--- src/spwp_pkg.sv ---
// Shared constants for the serdes parallel word port
package spwp_pkg;
   localparam int          WORD_W        = 20;
   localparam int          SYM_W         = 10;
   localparam int          BYTE_W        = 8;
   localparam int          SYNC_W        = 22;
   localparam int          CNT_W         = 5;
   localparam logic [4:0]  FULL_BITS     = 5'h14;
   localparam logic [4:0]  HALF_BITS     = 5'h0a;
   localparam int          TXC_MIN_MHZ   = 100;
   localparam int          TXC_MAX_MHZ   = 130;
   // Register byte offsets
   localparam logic [3:0]  OFS_CTRL      = 4'h0;
   localparam logic [3:0]  OFS_STATUS    = 4'h4;
   localparam logic [3:0]  OFS_TXCNT     = 4'h8;
   // Control fields
   localparam int          CTRL_TX_FULL  = 0;
   localparam int          CTRL_RX_FULL  = 1;
   localparam int          CTRL_CODE_EN  = 2;
   localparam logic [2:0]  CTRL_RESET    = 3'h3;
   localparam int          STAT_CODE_ERR = 0;
   localparam int          KLO_BIT       = 16;
   localparam int          KHI_BIT       = 17;
   localparam int          SYNC_TXCLK    = 21;
   localparam int          SYNC_RXSER    = 0;
endpackage : spwp_pkg

--- src/spwp_word_port.sv ---
// Parallel word port of a serializer/deserializer with Wishbone control
//
// What this block does
// - Register transmit bus on each word clock rise
// - Full rate: capture all bits, serialize all but 18-19 when coded
// - Half rate: serialize lower half only
// - Bypass: twenty raw bits, half rate ten
// - Coded: bytes 0-7, 8-15, K at 16, 17
// - Coded: both bytes full, low byte half
// - Low byte first, LSB first
// - Receive data on word clock, hi-Z in reset
// - Full rate full width, half rate lower half
// - Bypass: raw bits 0-19, half 0-9
// - Decoded bytes with K status, 18-19 hi-Z
// - Decoded: both bytes full, low byte half
// - First byte low, first bit LSB
// - Word clock is bit clock over 20 or 10
// - Transmit select high: twenty times, two bytes
// - Transmit select low: ten times, one byte
// - Receive select high: twenty times, two bytes
//
// The Wishbone interface to the registers and the address map are this design's own decisions.
`timescale 1ns/1ps
`default_nettype none
module spwp_word_port
   import spwp_pkg::*;
(
   input  wire logic                        clk_sys_i,
   input  wire logic                        srst_i,
   input  wire logic                        wb_cyc_i,
   input  wire logic                        wb_stb_i,
   input  wire logic                        wb_we_i,
   input  wire logic [3:0]                  wb_adr_i,
   input  wire logic [3:0]                  wb_sel_i,
   input  wire logic [31:0]                 wb_dat_i,
   output logic      [31:0]                 wb_dat_o,
   output logic                             wb_ack_o,
   input  wire logic                        tx_word_clk_i,
   input  wire logic [spwp_pkg::WORD_W-1:0] tx_data_i,
   output logic                             tx_serial_o,
   output logic                             tx_serial_oe_o,
   input  wire logic                        rx_serial_i,
   output logic      [spwp_pkg::WORD_W-1:0] rx_data_o,
   output logic      [spwp_pkg::WORD_W-1:0] rx_data_oe_o,
   output logic                             rx_word_clk_o
);
   import spwp_pkg::*;

   // Stand-in code group: byte, K flag and an even-parity bit; the real code tables are outside this block
   function automatic logic [SYM_W-1:0] enc_sym(input logic [BYTE_W-1:0] b, input logic k);
      enc_sym = {^{k, b}, k, b};
   endfunction : enc_sym

   // Pin synchronisers
   logic [SYNC_W-1:0]  s1_r, s2_r, s3_r, filt_r;
   logic [SYNC_W-1:0]  s1_nxt, s2_nxt, s3_nxt, filt_nxt;
   logic               txc_prev_r, txc_prev_nxt;
   logic               txc_rise;

   always_comb
   begin
      s1_nxt       = {tx_word_clk_i, tx_data_i, rx_serial_i};
      s2_nxt       = s1_r;
      s3_nxt       = s2_r;
      txc_prev_nxt = filt_r[SYNC_TXCLK];
      txc_rise     = filt_r[SYNC_TXCLK] & ~txc_prev_r;
   end

   // A level counts only once the second and third stages agree;
   // a one-cycle glitch on a pin therefore never reaches the logic
   for (genvar g = 0; g < SYNC_W; g++)
   begin : g_filt
      assign filt_nxt[g] = (s2_r[g] == s3_r[g]) ? s3_r[g] : filt_r[g];
   end

   always_ff @(posedge clk_sys_i)
   begin
      if (srst_i)
      begin
         s1_r       <= '0;
         s2_r       <= '0;
         s3_r       <= '0;
         filt_r     <= '0;
         txc_prev_r <= 1'b0;
      end
      else
      begin
         s1_r       <= s1_nxt;
         s2_r       <= s2_nxt;
         s3_r       <= s3_nxt;
         filt_r     <= filt_nxt;
         txc_prev_r <= txc_prev_nxt;
      end
   end

   // Register file
   logic [2:0]   ctrl_r, ctrl_nxt;
   logic         code_err_r, code_err_nxt;
   logic [15:0]  txcnt_r, txcnt_nxt;
   logic [31:0]  dat_nxt;
   logic         ack_nxt;
   logic         wb_req, wb_wr;
   logic         code_err_set;
   logic         tx_full, rx_full, code_en;

   assign tx_full = ctrl_r[CTRL_TX_FULL];
   assign rx_full = ctrl_r[CTRL_RX_FULL];
   assign code_en = ctrl_r[CTRL_CODE_EN];

   always_comb
   begin
      // Ack is registered: a request is taken once and answered one cycle later
      wb_req       = wb_cyc_i & wb_stb_i & ~wb_ack_o;
      wb_wr        = wb_req & wb_we_i;
      ack_nxt      = wb_req;
      ctrl_nxt     = ctrl_r;
      code_err_nxt = code_err_r;
      // Free-running count of captured words; it wraps, so software takes differences
      txcnt_nxt    = txcnt_r + (txc_rise ? 16'h0001 : 16'h0000);
      dat_nxt      = wb_dat_o;
      if (wb_wr && wb_sel_i[0] && wb_adr_i == OFS_CTRL)
      begin
         ctrl_nxt = wb_dat_i[2:0];
      end
      if (wb_wr && wb_sel_i[0] && wb_adr_i == OFS_STATUS && wb_dat_i[STAT_CODE_ERR])
      begin
         code_err_nxt = 1'b0;
      end
      // A new error in the clearing cycle is kept
      if (code_err_set)
      begin
         code_err_nxt = 1'b1;
      end
      if (wb_req && !wb_we_i)
      begin
         unique case (wb_adr_i)
            OFS_CTRL:   dat_nxt = {29'h0, ctrl_r};
            OFS_STATUS: dat_nxt = {31'h0, code_err_r};
            OFS_TXCNT:  dat_nxt = {16'h0, txcnt_r};
            default:    dat_nxt = 32'h0;
         endcase
      end
   end

   always_ff @(posedge clk_sys_i)
   begin
      if (srst_i)
      begin
         ctrl_r     <= CTRL_RESET;
         code_err_r <= 1'b0;
         txcnt_r    <= 16'h0;
         wb_dat_o   <= 32'h0;
         wb_ack_o   <= 1'b0;
      end
      else
      begin
         ctrl_r     <= ctrl_nxt;
         code_err_r <= code_err_nxt;
         txcnt_r    <= txcnt_nxt;
         wb_dat_o   <= dat_nxt;
         wb_ack_o   <= ack_nxt;
      end
   end

   // Transmit path: one serial bit per system clock
   logic [WORD_W-1:0]  tx_hold_r, tx_hold_nxt;
   logic [WORD_W-1:0]  tx_sh_r, tx_sh_nxt;
   logic [CNT_W-1:0]   tx_cnt_r, tx_cnt_nxt;
   logic               tx_oe_nxt;
   logic [WORD_W-1:0]  tx_word;
   logic [CNT_W-1:0]   tx_len;

   always_comb
   begin
      tx_hold_nxt = txc_rise ? filt_r[WORD_W:1] : tx_hold_r;
      tx_len      = tx_full ? FULL_BITS : HALF_BITS;
      // Unused upper half sends nothing; of its inputs only K at bit 16 is looked at, in coded mode
      // Bits 18 and 19 never reach the encoder
      if (code_en && tx_full)
      begin
         tx_word = {enc_sym(tx_hold_r[15:8], tx_hold_r[KHI_BIT]),
                    enc_sym(tx_hold_r[7:0], tx_hold_r[KLO_BIT])};
      end
      else if (code_en)
      begin
         tx_word = {10'h0, enc_sym(tx_hold_r[7:0], tx_hold_r[KLO_BIT])};
      end
      else if (tx_full)
      begin
         tx_word = tx_hold_r;
      end
      else
      begin
         tx_word = {10'h0, tx_hold_r[9:0]};
      end
      tx_oe_nxt = 1'b1;
      if (tx_cnt_r == tx_len - 5'h01)
      begin
         tx_cnt_nxt = 5'h00;
         tx_sh_nxt  = tx_word;
      end
      else
      begin
         tx_cnt_nxt = tx_cnt_r + 5'h01;
         // Zeros fill from the top; only tx_len bits leave per word
         tx_sh_nxt  = {1'b0, tx_sh_r[WORD_W-1:1]};
      end
   end

   always_ff @(posedge clk_sys_i)
   begin
      if (srst_i)
      begin
         tx_hold_r      <= '0;
         tx_sh_r        <= '0;
         tx_cnt_r       <= 5'h00;
         tx_serial_oe_o <= 1'b0;
      end
      else
      begin
         tx_hold_r      <= tx_hold_nxt;
         tx_sh_r        <= tx_sh_nxt;
         tx_cnt_r       <= tx_cnt_nxt;
         tx_serial_oe_o <= tx_oe_nxt;
      end
   end

   assign tx_serial_o = tx_sh_r[0];

   // Receive path; word alignment is free running from reset, no comma search
   logic [WORD_W-1:0]  rx_sh_r, rx_sh_nxt;
   logic [CNT_W-1:0]   rx_cnt_r, rx_cnt_nxt;
   logic [WORD_W-1:0]  rx_dat_nxt, rx_oe_nxt;
   logic               rx_clk_nxt;
   logic [CNT_W-1:0]   rx_len;
   logic [WORD_W-1:0]  rx_word;
   logic               rx_bit;

   always_comb
   begin
      rx_bit       = filt_r[SYNC_RXSER];
      rx_len       = rx_full ? FULL_BITS : HALF_BITS;
      rx_sh_nxt    = {rx_bit, rx_sh_r[WORD_W-1:1]};
      // First bit ends in the lowest position of the word
      if (rx_full)
      begin
         rx_word = rx_sh_nxt;
      end
      else
      begin
         // Half rate: the last ten bits sit in the top of the shifter
         rx_word = {10'h0, rx_sh_nxt[WORD_W-1:SYM_W]};
      end
      rx_dat_nxt   = rx_data_o;
      code_err_set = 1'b0;
      rx_oe_nxt    = {WORD_W{1'b1}};
      if (code_en)
      begin
         rx_oe_nxt[19:18] = 2'h0;
      end
      if (rx_cnt_r == rx_len - 5'h01)
      begin
         rx_cnt_nxt = 5'h00;
         if (code_en)
         begin
            rx_dat_nxt   = {2'h0, rx_word[18], rx_word[8], rx_word[17:10], rx_word[7:0]};
            code_err_set = (^rx_word[9:0]) | (rx_full & (^rx_word[19:10]));
         end
         else
         begin
            rx_dat_nxt = rx_word;
         end
      end
      else
      begin
         rx_cnt_nxt = rx_cnt_r + 5'h01;
      end
      // Data moves on the falling half so it is steady at the rising edge
      rx_clk_nxt = rx_cnt_nxt >= (rx_len >> 1);
   end

   always_ff @(posedge clk_sys_i)
   begin
      if (srst_i)
      begin
         rx_sh_r       <= '0;
         rx_cnt_r      <= 5'h00;
         rx_data_o     <= '0;
         rx_data_oe_o  <= '0;
         rx_word_clk_o <= 1'b0;
      end
      else
      begin
         rx_sh_r       <= rx_sh_nxt;
         rx_cnt_r      <= rx_cnt_nxt;
         rx_data_o     <= rx_dat_nxt;
         rx_data_oe_o  <= rx_oe_nxt;
         rx_word_clk_o <= rx_clk_nxt;
      end
   end
endmodule : spwp_word_port
`default_nettype wire

--- config.mk ---
export PLATFORM = sky130hd
export DESIGN_NAME = spwp_word_port
export DESIGN_NICKNAME = d
export VERILOG_FILES = /design/src/spwp_pkg.sv /design/src/spwp_word_port.sv
export SDC_FILE = /design/constraint.sdc
export NUM_CORES = 1
export LEC_CHECK = 0
export BUFFER_PORTS_ARGS = -buffer_cell sky130_fd_sc_hd__buf_2
export CAP_MARGIN = 20
export CORE_AREA = 2 2 146 148
export DETAILED_ROUTE_END_ITERATION = 10
export DIE_AREA = 0 0 148 150
export HOLD_SLACK_MARGIN = 0.12
export PLACE_DENSITY = 0.6
export SYNTH_ARGS = -nofsm -noshare
export SYNTH_HDL_FRONTEND = slang
export SYNTH_SLANG_ARGS = --single-unit
--- constraint.sdc ---
create_clock -name clk_sys_i -period 2.55 [get_ports clk_sys_i]
set_clock_uncertainty 0.1 [all_clocks]
set_input_delay 0.6375 -clock clk_sys_i [delete_from_list [all_inputs] [get_ports clk_sys_i]]
set_output_delay 0.6375 -clock clk_sys_i [all_outputs]
set_load 0.1 [all_outputs]
# After elaboration in Yosys (flattened, before gate mapping)
# Cells that the tools add are included.
dict set report word_totals {
  output_inout_bits 76
  ff_bits 254
}
dict set report op_classes {
  eq_ne 26
  muxes 18
  order_cmp 1
  n_bitwise 9
  n_reduce_logical 15
  n_addsub 5
}
# op count
set op_table {}
lappend op_table {{$mux 20} 5}
lappend op_table {{$pmux 16 s3} 1}
lappend op_table {{$eq 1x1->1} 22}
lappend op_table {{$reduce_xor 10->1} 2}
lappend op_table {{$mux 19} 1}
lappend op_table {{$mux 18} 1}
lappend op_table {{$reduce_xor 9->1} 2}
lappend op_table {{$add 16x1->16} 1}
lappend op_table {{$mux 5} 3}
lappend op_table {{$add 5x1->5 const B} 2}
lappend op_table {{$eq 5x5->1} 2}
lappend op_table {{$sub 5x1->5 const B} 2}
lappend op_table {{$logic_and 1x1->1} 6}
lappend op_table {{$mux 1} 6}
lappend op_table {{$and 1x1->1} 5}
lappend op_table {{$ge 5x4->1} 1}
lappend op_table {{$eq 4x3->1 const B} 1}
lappend op_table {{$eq 4x4->1 const B} 1}
lappend op_table {{$logic_not 4->1} 1}
lappend op_table {{$reduce_or 2->1} 2}
lappend op_table {{$not 1->1} 3}
lappend op_table {{$mux 2} 1}
lappend op_table {{$reduce_bool 2->1} 1}
lappend op_table {{$logic_not 1->1} 1}
lappend op_table {{$or 1x1->1} 1}

# Logic depth before layout (Yosys ltp)
# Gate-level depths: netlist of run 1.
dict set report logic_depth {
  depth_word 8
  ltp_mapped 10
}

# Worst setup path before layout of run 1
# OpenSTA, ideal clock, no wires.
dict set report synth_timing {
  kind {register to output}
  startpoint {register, netlist name rx_data_oe_o[16]}
  endpoint {output port rx_data_oe_o[0] (netlist bit)}
  path_slack_ns 0.151
  n_path_buf 1
  stages_incl_launch_ff 2
  arrival_time_ns 1.662
  required_time_ns 1.812
  cell_sequence {dfxtp_1 -> buf_4}
}
# item line_no
set synth_rtl {}
lappend synth_rtl {{end: declaration} spwp_word_port.sv:44} ;# output logic [spwp_pkg::WORD_W-1:0] rx_data_oe_o,

==> impl_metrics.tcl, run 1 <==
set metrics [dict create \
    crit_chain "buf_2" \
    synth_ff_type "dfxtp_1" \
    fin_area_mm2 0.00946 \
    antenna_found_initial 0 \
    fin_tns_setup_ps 0 \
    num-fill-cells 1995 \
    peak_supply_drop_uv 424 \
    holdWs_ps 251 \
    die_h_um 150 \
    cap_violations 0 \
    worst_pin_slew_ps 903 \
    wl_met3_um 721 \
    ys_ff_latch 218 \
    timing.final.crit_period_ps 2300 \
    cts.hold.buffers_added 0 \
    worst_setup_path_start_kind "register" \
    static-leakage-power_nw 3.83 \
    top_layer "met4" \
    critical-path-top-delay-family "flip-flops" \
    power_density_mw_per_mm2 761 \
    critical_path_arrival_ps 1560 \
    tritoncts.num_buffers 23 \
    cts_root_buffer "clkbuf_16" \
    clkTransAtPathRegs_ps 60 \
    grt_max_degree 79 \
    clock_latency_ps 490 \
    placeableCoreArea_mm2 0.0207 \
    initial_core_util 0.394 \
    flow.area_growth_from_synthesis_pct 16.1 \
    met1_length_um 6780 \
    timing.critical_path.required_ps 1810 \
    unrepaired_setup_endpoints_after_global_routing "no" \
    cp_slowest_cell "dfxtp_1" \
    placement.cell_area_mm2 0.00870 \
    finish.utilization 0.457 \
    async_reset_ff_frac 0 \
    critical_path.n_buffers_inverters 1 \
    drtIter0Drc 177 \
    cts.sink_count 218 \
    grt.total_usage 0.122 \
    totalPowerFinal_mw 7.21 \
    totalWireLength_um 13800 \
    max-clock-path-buffers 3 \
    vias 5420 \
    clkPwrFrac 0.458 \
    synth_commonest_cells "dfxtp_1, nor2b_1, nand2_1, nor2_1, a21oi_1" \
    maxSlewHeadroom 0.397 \
    first_pass_grt_wire_length_um 23200 \
    synth-warning-count 0 \
    firstDrtPassIters 4 \
    insertedDiodeCount 0 \
    detailedPlacementHpwl_um 8870 \
    antenna_violating_nets_post_route 0 \
    synth_top_area_cell "dfxtp_1" \
    final-hold-violation-count 0 \
    drive_gt1_frac 0.185 \
    overflow 0 \
    worstSetupPathType "reg2out" \
    fmaxAchievable_mhz 435 \
    synth_largest_type_area_fraction 0.535 \
    hold_path_class "in2reg" \
    drt-vias-per-instance 4.59 \
    cts.repair_timing.setup_buffer_count 0 \
    synth.area.top_cells "dfxtp_1, nor2b_1, mux2i_1" \
    yosysUniqueCellTypes 49 \
    final_min_period_over_clock_period 0.901 \
    grt_pass1_vias 4905 \
    syn-mean-instance-area_um2 9.89 \
    fp.dieArea_mm2 0.0222 \
    wl_met2_um 6040 \
    dr_drc_count 0 \
    top_level_ports 143 \
    num-nets-final 966 \
    finalSetupViolCount 0 \
    pwr-share-seq 0.484 \
    p_int_mw 5.55 \
    sequential_cell_area_fraction_in_the_yosys_report 0.535 \
    max_stage_delay_ps 560 \
    cts-resized-gates 0 \
    finalMaxSlewViolations 0 \
    worstPathMaxFanout 19 \
    placement.io_buffers 94 \
    die_width_um 148 \
    postSynthCellCount 824 \
    cts_tree "yes" \
    switching_share 0.230 \
    status "finished clean" \
    p_sw_mw 1.66 \
    netlist_area_mm2 0.00815 \
    end_kind "primary output" \
    htreeDepth 1 \
    detail_route.wl_per_cell_um 11.7 \
    rows 53 \
    power.combinational.fraction 0.059 \
    post-synth-top-count-cell "dfxtp_1" \
    synth_edf_count 0 \
    gp_congestion 0.712 \
]
-- cell families (layout without fill, tap and decap cells) --
logic type	Yosys count	count (layout)	synth area share
adders and majority gates	8	8	0.0123
buffers and inverters	84	152	0.0574
other	1	16	0.000460
muxes	42	42	0.0529
and+or+nand+nor	296	296	0.182
DFF	218	218	0.535
AOI/OAI and AO/OA	128	128	0.102
xor gates and xnor gates	47	47	0.0572
-- placed cells by master, fill, tap and decap left out, types with 23 or more instances in the layout --
master and count:
dfxtp_1 218, buf_2 93, nor2b_1 92, nand2_1 83, nor2_1 63, a21oi_1 59, mux2i_1 33, xnor2_1 27
o21ai_0 26, clkbuf_16 23
-- through the flow --
stage                     worst slack, ps  std cells
final                                 253       1182
after global routing                  121       1182
after CTS                             199       1182
after detailed placement              351       1141
after global placement                359       1141
after floorplan                       151        839
-- routing by layer --
layer,GRT usage,up-vias
met5,0,-
met4,0.0381,0
met3,0.0253,26
met2,0.197,117
met1,0.165,2433
li1,-,2844
-- worst paths after layout --
kind / from / to / slack, ps / cells after the start
worst min register to register: s1_r[16]$_SDFF_PP0_ / s2_r[16]$_SDFF_PP0_ / 330 / 1
worst max register to register: ctrl_r[1]$_SDFFE_PP1P_ / rx_word_clk_o$_SDFF_PP0_ / 450 / 8
worst min-delay path: tx_data_i[13] / s1_r[14]$_SDFF_PP0_ / 250 / 2
worst max-delay path: rx_data_oe_o[16]$_DFF_P_ / rx_data_oe_o[17] / 250 / 1
-- sequential cells by signal, summed over array words and instances (netlist names), 2 cells and up --
register and cells:
rx_sh_r 19, wb_dat_o 16, filt_r 22, tx_sh_r 20, rx_data_oe_o 2, s1_r 22
s2_r 22, rx_data_o 20, ctrl_r 3, tx_hold_r 20, s3_r 22, rx_cnt_r 5
txcnt_r 16, tx_cnt_r 5
-- power by group through the flow --
stage / registers (mW) / logic [mW] / clock network [mW]
2_1_floorplan: 3.58 / 0.378 / 0
3_3_place_gp: 3.56 / 0.424 / 0
3_5_place_dp: 3.56 / 0.424 / 0
4_1_cts: 3.49 / 0.424 / 3.42
5_1_grt: 3.49 / 0.448 / 3.55
6_report: 3.49 / 0.422 / 3.30
-- final cells by class --
class	count	area (um^2)	share of cell area
well taps	275	344	0.0364
clock buffers	31	656	0.0693
flip-flops and latches	218	4360	0.461
repair buffers	107	599	0.0633
inverters	4	15.0	0.00159
multi-input cells	537	3380	0.357
clock inverters	10	109	0.0115
(Power assumes the default switching activity.)
==> inputs of run 2 (changes only) <==
--- a/config.mk
+++ b/config.mk
@@ -8,10 +8,12 @@
 export BUFFER_PORTS_ARGS = -buffer_cell sky130_fd_sc_hd__buf_2
 export CAP_MARGIN = 20
 export CORE_AREA = 2 2 146 148
+export CTS_CLUSTER_SIZE = 8
 export DETAILED_ROUTE_END_ITERATION = 10
 export DIE_AREA = 0 0 148 150
 export HOLD_SLACK_MARGIN = 0.12
 export PLACE_DENSITY = 0.6
+export SETUP_SLACK_MARGIN = 0.3
 export SYNTH_ARGS = -nofsm -noshare
 export SYNTH_HDL_FRONTEND = slang
 export SYNTH_SLANG_ARGS = --single-unit
==> run 2 against run 1 <==
Compared with the run above:
- clock-buffer cell count grew 1
- via count shrank 0.92%
- flip-flop and latch count is the same
- combinational power is essentially flat
- worst hold slack lost 26 ps
- power grew 1.4%
- die area is the same
- global-route usage grew 0.51 points
- largest cell class unchanged
- sequential share of layout area is essentially flat
==> impl_metrics.tcl, run 2 (synthesis gave the netlist of run 1 again) <==
set metrics [dict create \
    status "finished clean" \
    drt-vias-per-instance 4.59 \
    power_density_mw_per_mm2 772 \
    numPlacedInstances 1138 \
    finalMaxSlewViolations 0 \
    initial_core_util 0.394 \
    tritoncts.num_buffers 31 \
    placement.cell_area_mm2 0.00867 \
    peak_supply_drop_uv 523 \
    rows 53 \
    placement.io_buffers 94 \
    hold_path_class "in2reg" \
    critical_path.n_buffers_inverters 1 \
    placeableCoreArea_mm2 0.0207 \
    pre_cts_slack_ps 375 \
    firstDrtPassIters 4 \
    fin_tns_setup_ps 0 \
    cts.hold.buffers_added 0 \
    switching_share 0.226 \
    finalSetupViolCount 0 \
    drive_gt1_frac 0.181 \
    power.combinational.fraction 0.057 \
    clkPwrFrac 0.464 \
    final-hold-violation-count 0 \
    fin_area_mm2 0.00946 \
    static-leakage-power_nw 3.82 \
    worst_setup_path_start_kind "register" \
    htreeDepth 1 \
    overflow 0 \
    top_level_ports 143 \
    insertedDiodeCount 0 \
    critical-path-top-delay-family "buffers and inverters" \
    crit_chain "buf_2" \
    flow.area_growth_from_synthesis_pct 16.1 \
    max_stage_delay_ps 470 \
    cts_root_buffer "clkbuf_16" \
    p_sw_mw 1.65 \
    cp_slowest_cell "buf_2" \
    critical_path_arrival_ps 1430 \
    totalPowerFinal_mw 7.31 \
    totalWireLength_um 13800 \
    antenna_violating_nets_post_route 0 \
    gp_congestion 0.724 \
    dr_drc_count 0 \
    detail_route.wl_per_cell_um 11.8 \
    num-nets-final 971 \
    fmaxAchievable_mhz 461 \
    end_kind "primary output" \
    timing.final.crit_period_ps 2170 \
    die_width_um 148 \
    drtIter0Drc 218 \
    worst_pin_slew_ps 654 \
    clock_latency_ps 520 \
    maxSlewHeadroom 0.564 \
    antenna_found_initial 0 \
    fp.dieArea_mm2 0.0222 \
    cap_violations 0 \
    timing.critical_path.required_ps 1810 \
    layout_commonest_cell "dfxtp_1" \
    worstPathMaxFanout 19 \
    grt.total_usage 0.127 \
    clkTransAtPathRegs_ps 50 \
    die_h_um 150 \
    pwr-share-seq 0.478 \
    p_int_mw 5.66 \
    detailedPlacementHpwl_um 8650 \
    unrepaired_setup_endpoints_after_global_routing "yes" \
    final_min_period_over_clock_period 0.851 \
    cts_tree "yes" \
    cts.repair_timing.setup_buffer_count 0 \
    num-fill-cells 1984 \
    max-clock-path-buffers 3 \
    mostFrequentLayoutCells "dfxtp_1, buf_2, nor2b_1" \
    first_pass_grt_wire_length_um 24000 \
    worstSetupPathType "reg2out" \
    grt_pass1_vias 5051 \
    cts-resized-gates 0 \
    grt_max_degree 130 \
    postLayoutSetupSlackWorst_ps 379 \
    vias 5370 \
    cts.sink_count 218 \
    post_layout_nonfiller_instances 1171 \
]
==> run 2: per-stage QoR <==
stage,util,hold WS [ps]
finish,0.457,225
global route,0.457,209
CTS,0.457,198
detailed placement,0.419,320
global placement,0.419,317
floorplan,-,314
==> run 2: final cells by class <==
class	count	area, um^2	area share
Clock buffer	32	779	0.0824
Inverter	4	15.0	0.00159
Tap cell	275	344	0.0364
Timing Repair Buffer	104	568	0.0600
Clock inverter	1	7.51	0.000793
Multi-Input combinational cell	537	3380	0.357
Sequential cell	218	4370	0.461
==> run 2: power by group through the flow <==
stage / clock network (mW) / logic [mW] / registers [mW]
after floorplan: 0 / 0.378 / 3.58
after global placement: 0 / 0.423 / 3.56
after detailed placement: 0 / 0.422 / 3.56
after CTS: 3.53 / 0.423 / 3.50
after global routing: 3.68 / 0.446 / 3.50
final: 3.39 / 0.419 / 3.50
==> run 2: per-layer routing <==
layer,share of wire,global-route usage
met1,0.49,0.172
met3,0.054,0.0274
met2,0.43,0.201
met4,0.027,0.0467
met5,0,0
==> run 2: path summary, 6_finish.rpt <==
| check | startpoint | end | slack, ps | depth (start not counted) |
|---|---|---|---|---|
| max | rx_data_oe_o[16]$_DFF_P_ | rx_data_oe_o[13] | 380 | 1 |
| min | tx_data_i[4] | s1_r[5]$_SDFF_PP0_ | 230 | 2 |
| max reg2reg | rx_cnt_r[4]$_SDFF_PP0_ | rx_word_clk_o$_SDFF_PP0_ | 490 | 9 |
| min reg2reg | s1_r[3]$_SDFF_PP0_ | s2_r[3]$_SDFF_PP0_ | 320 | 1 |
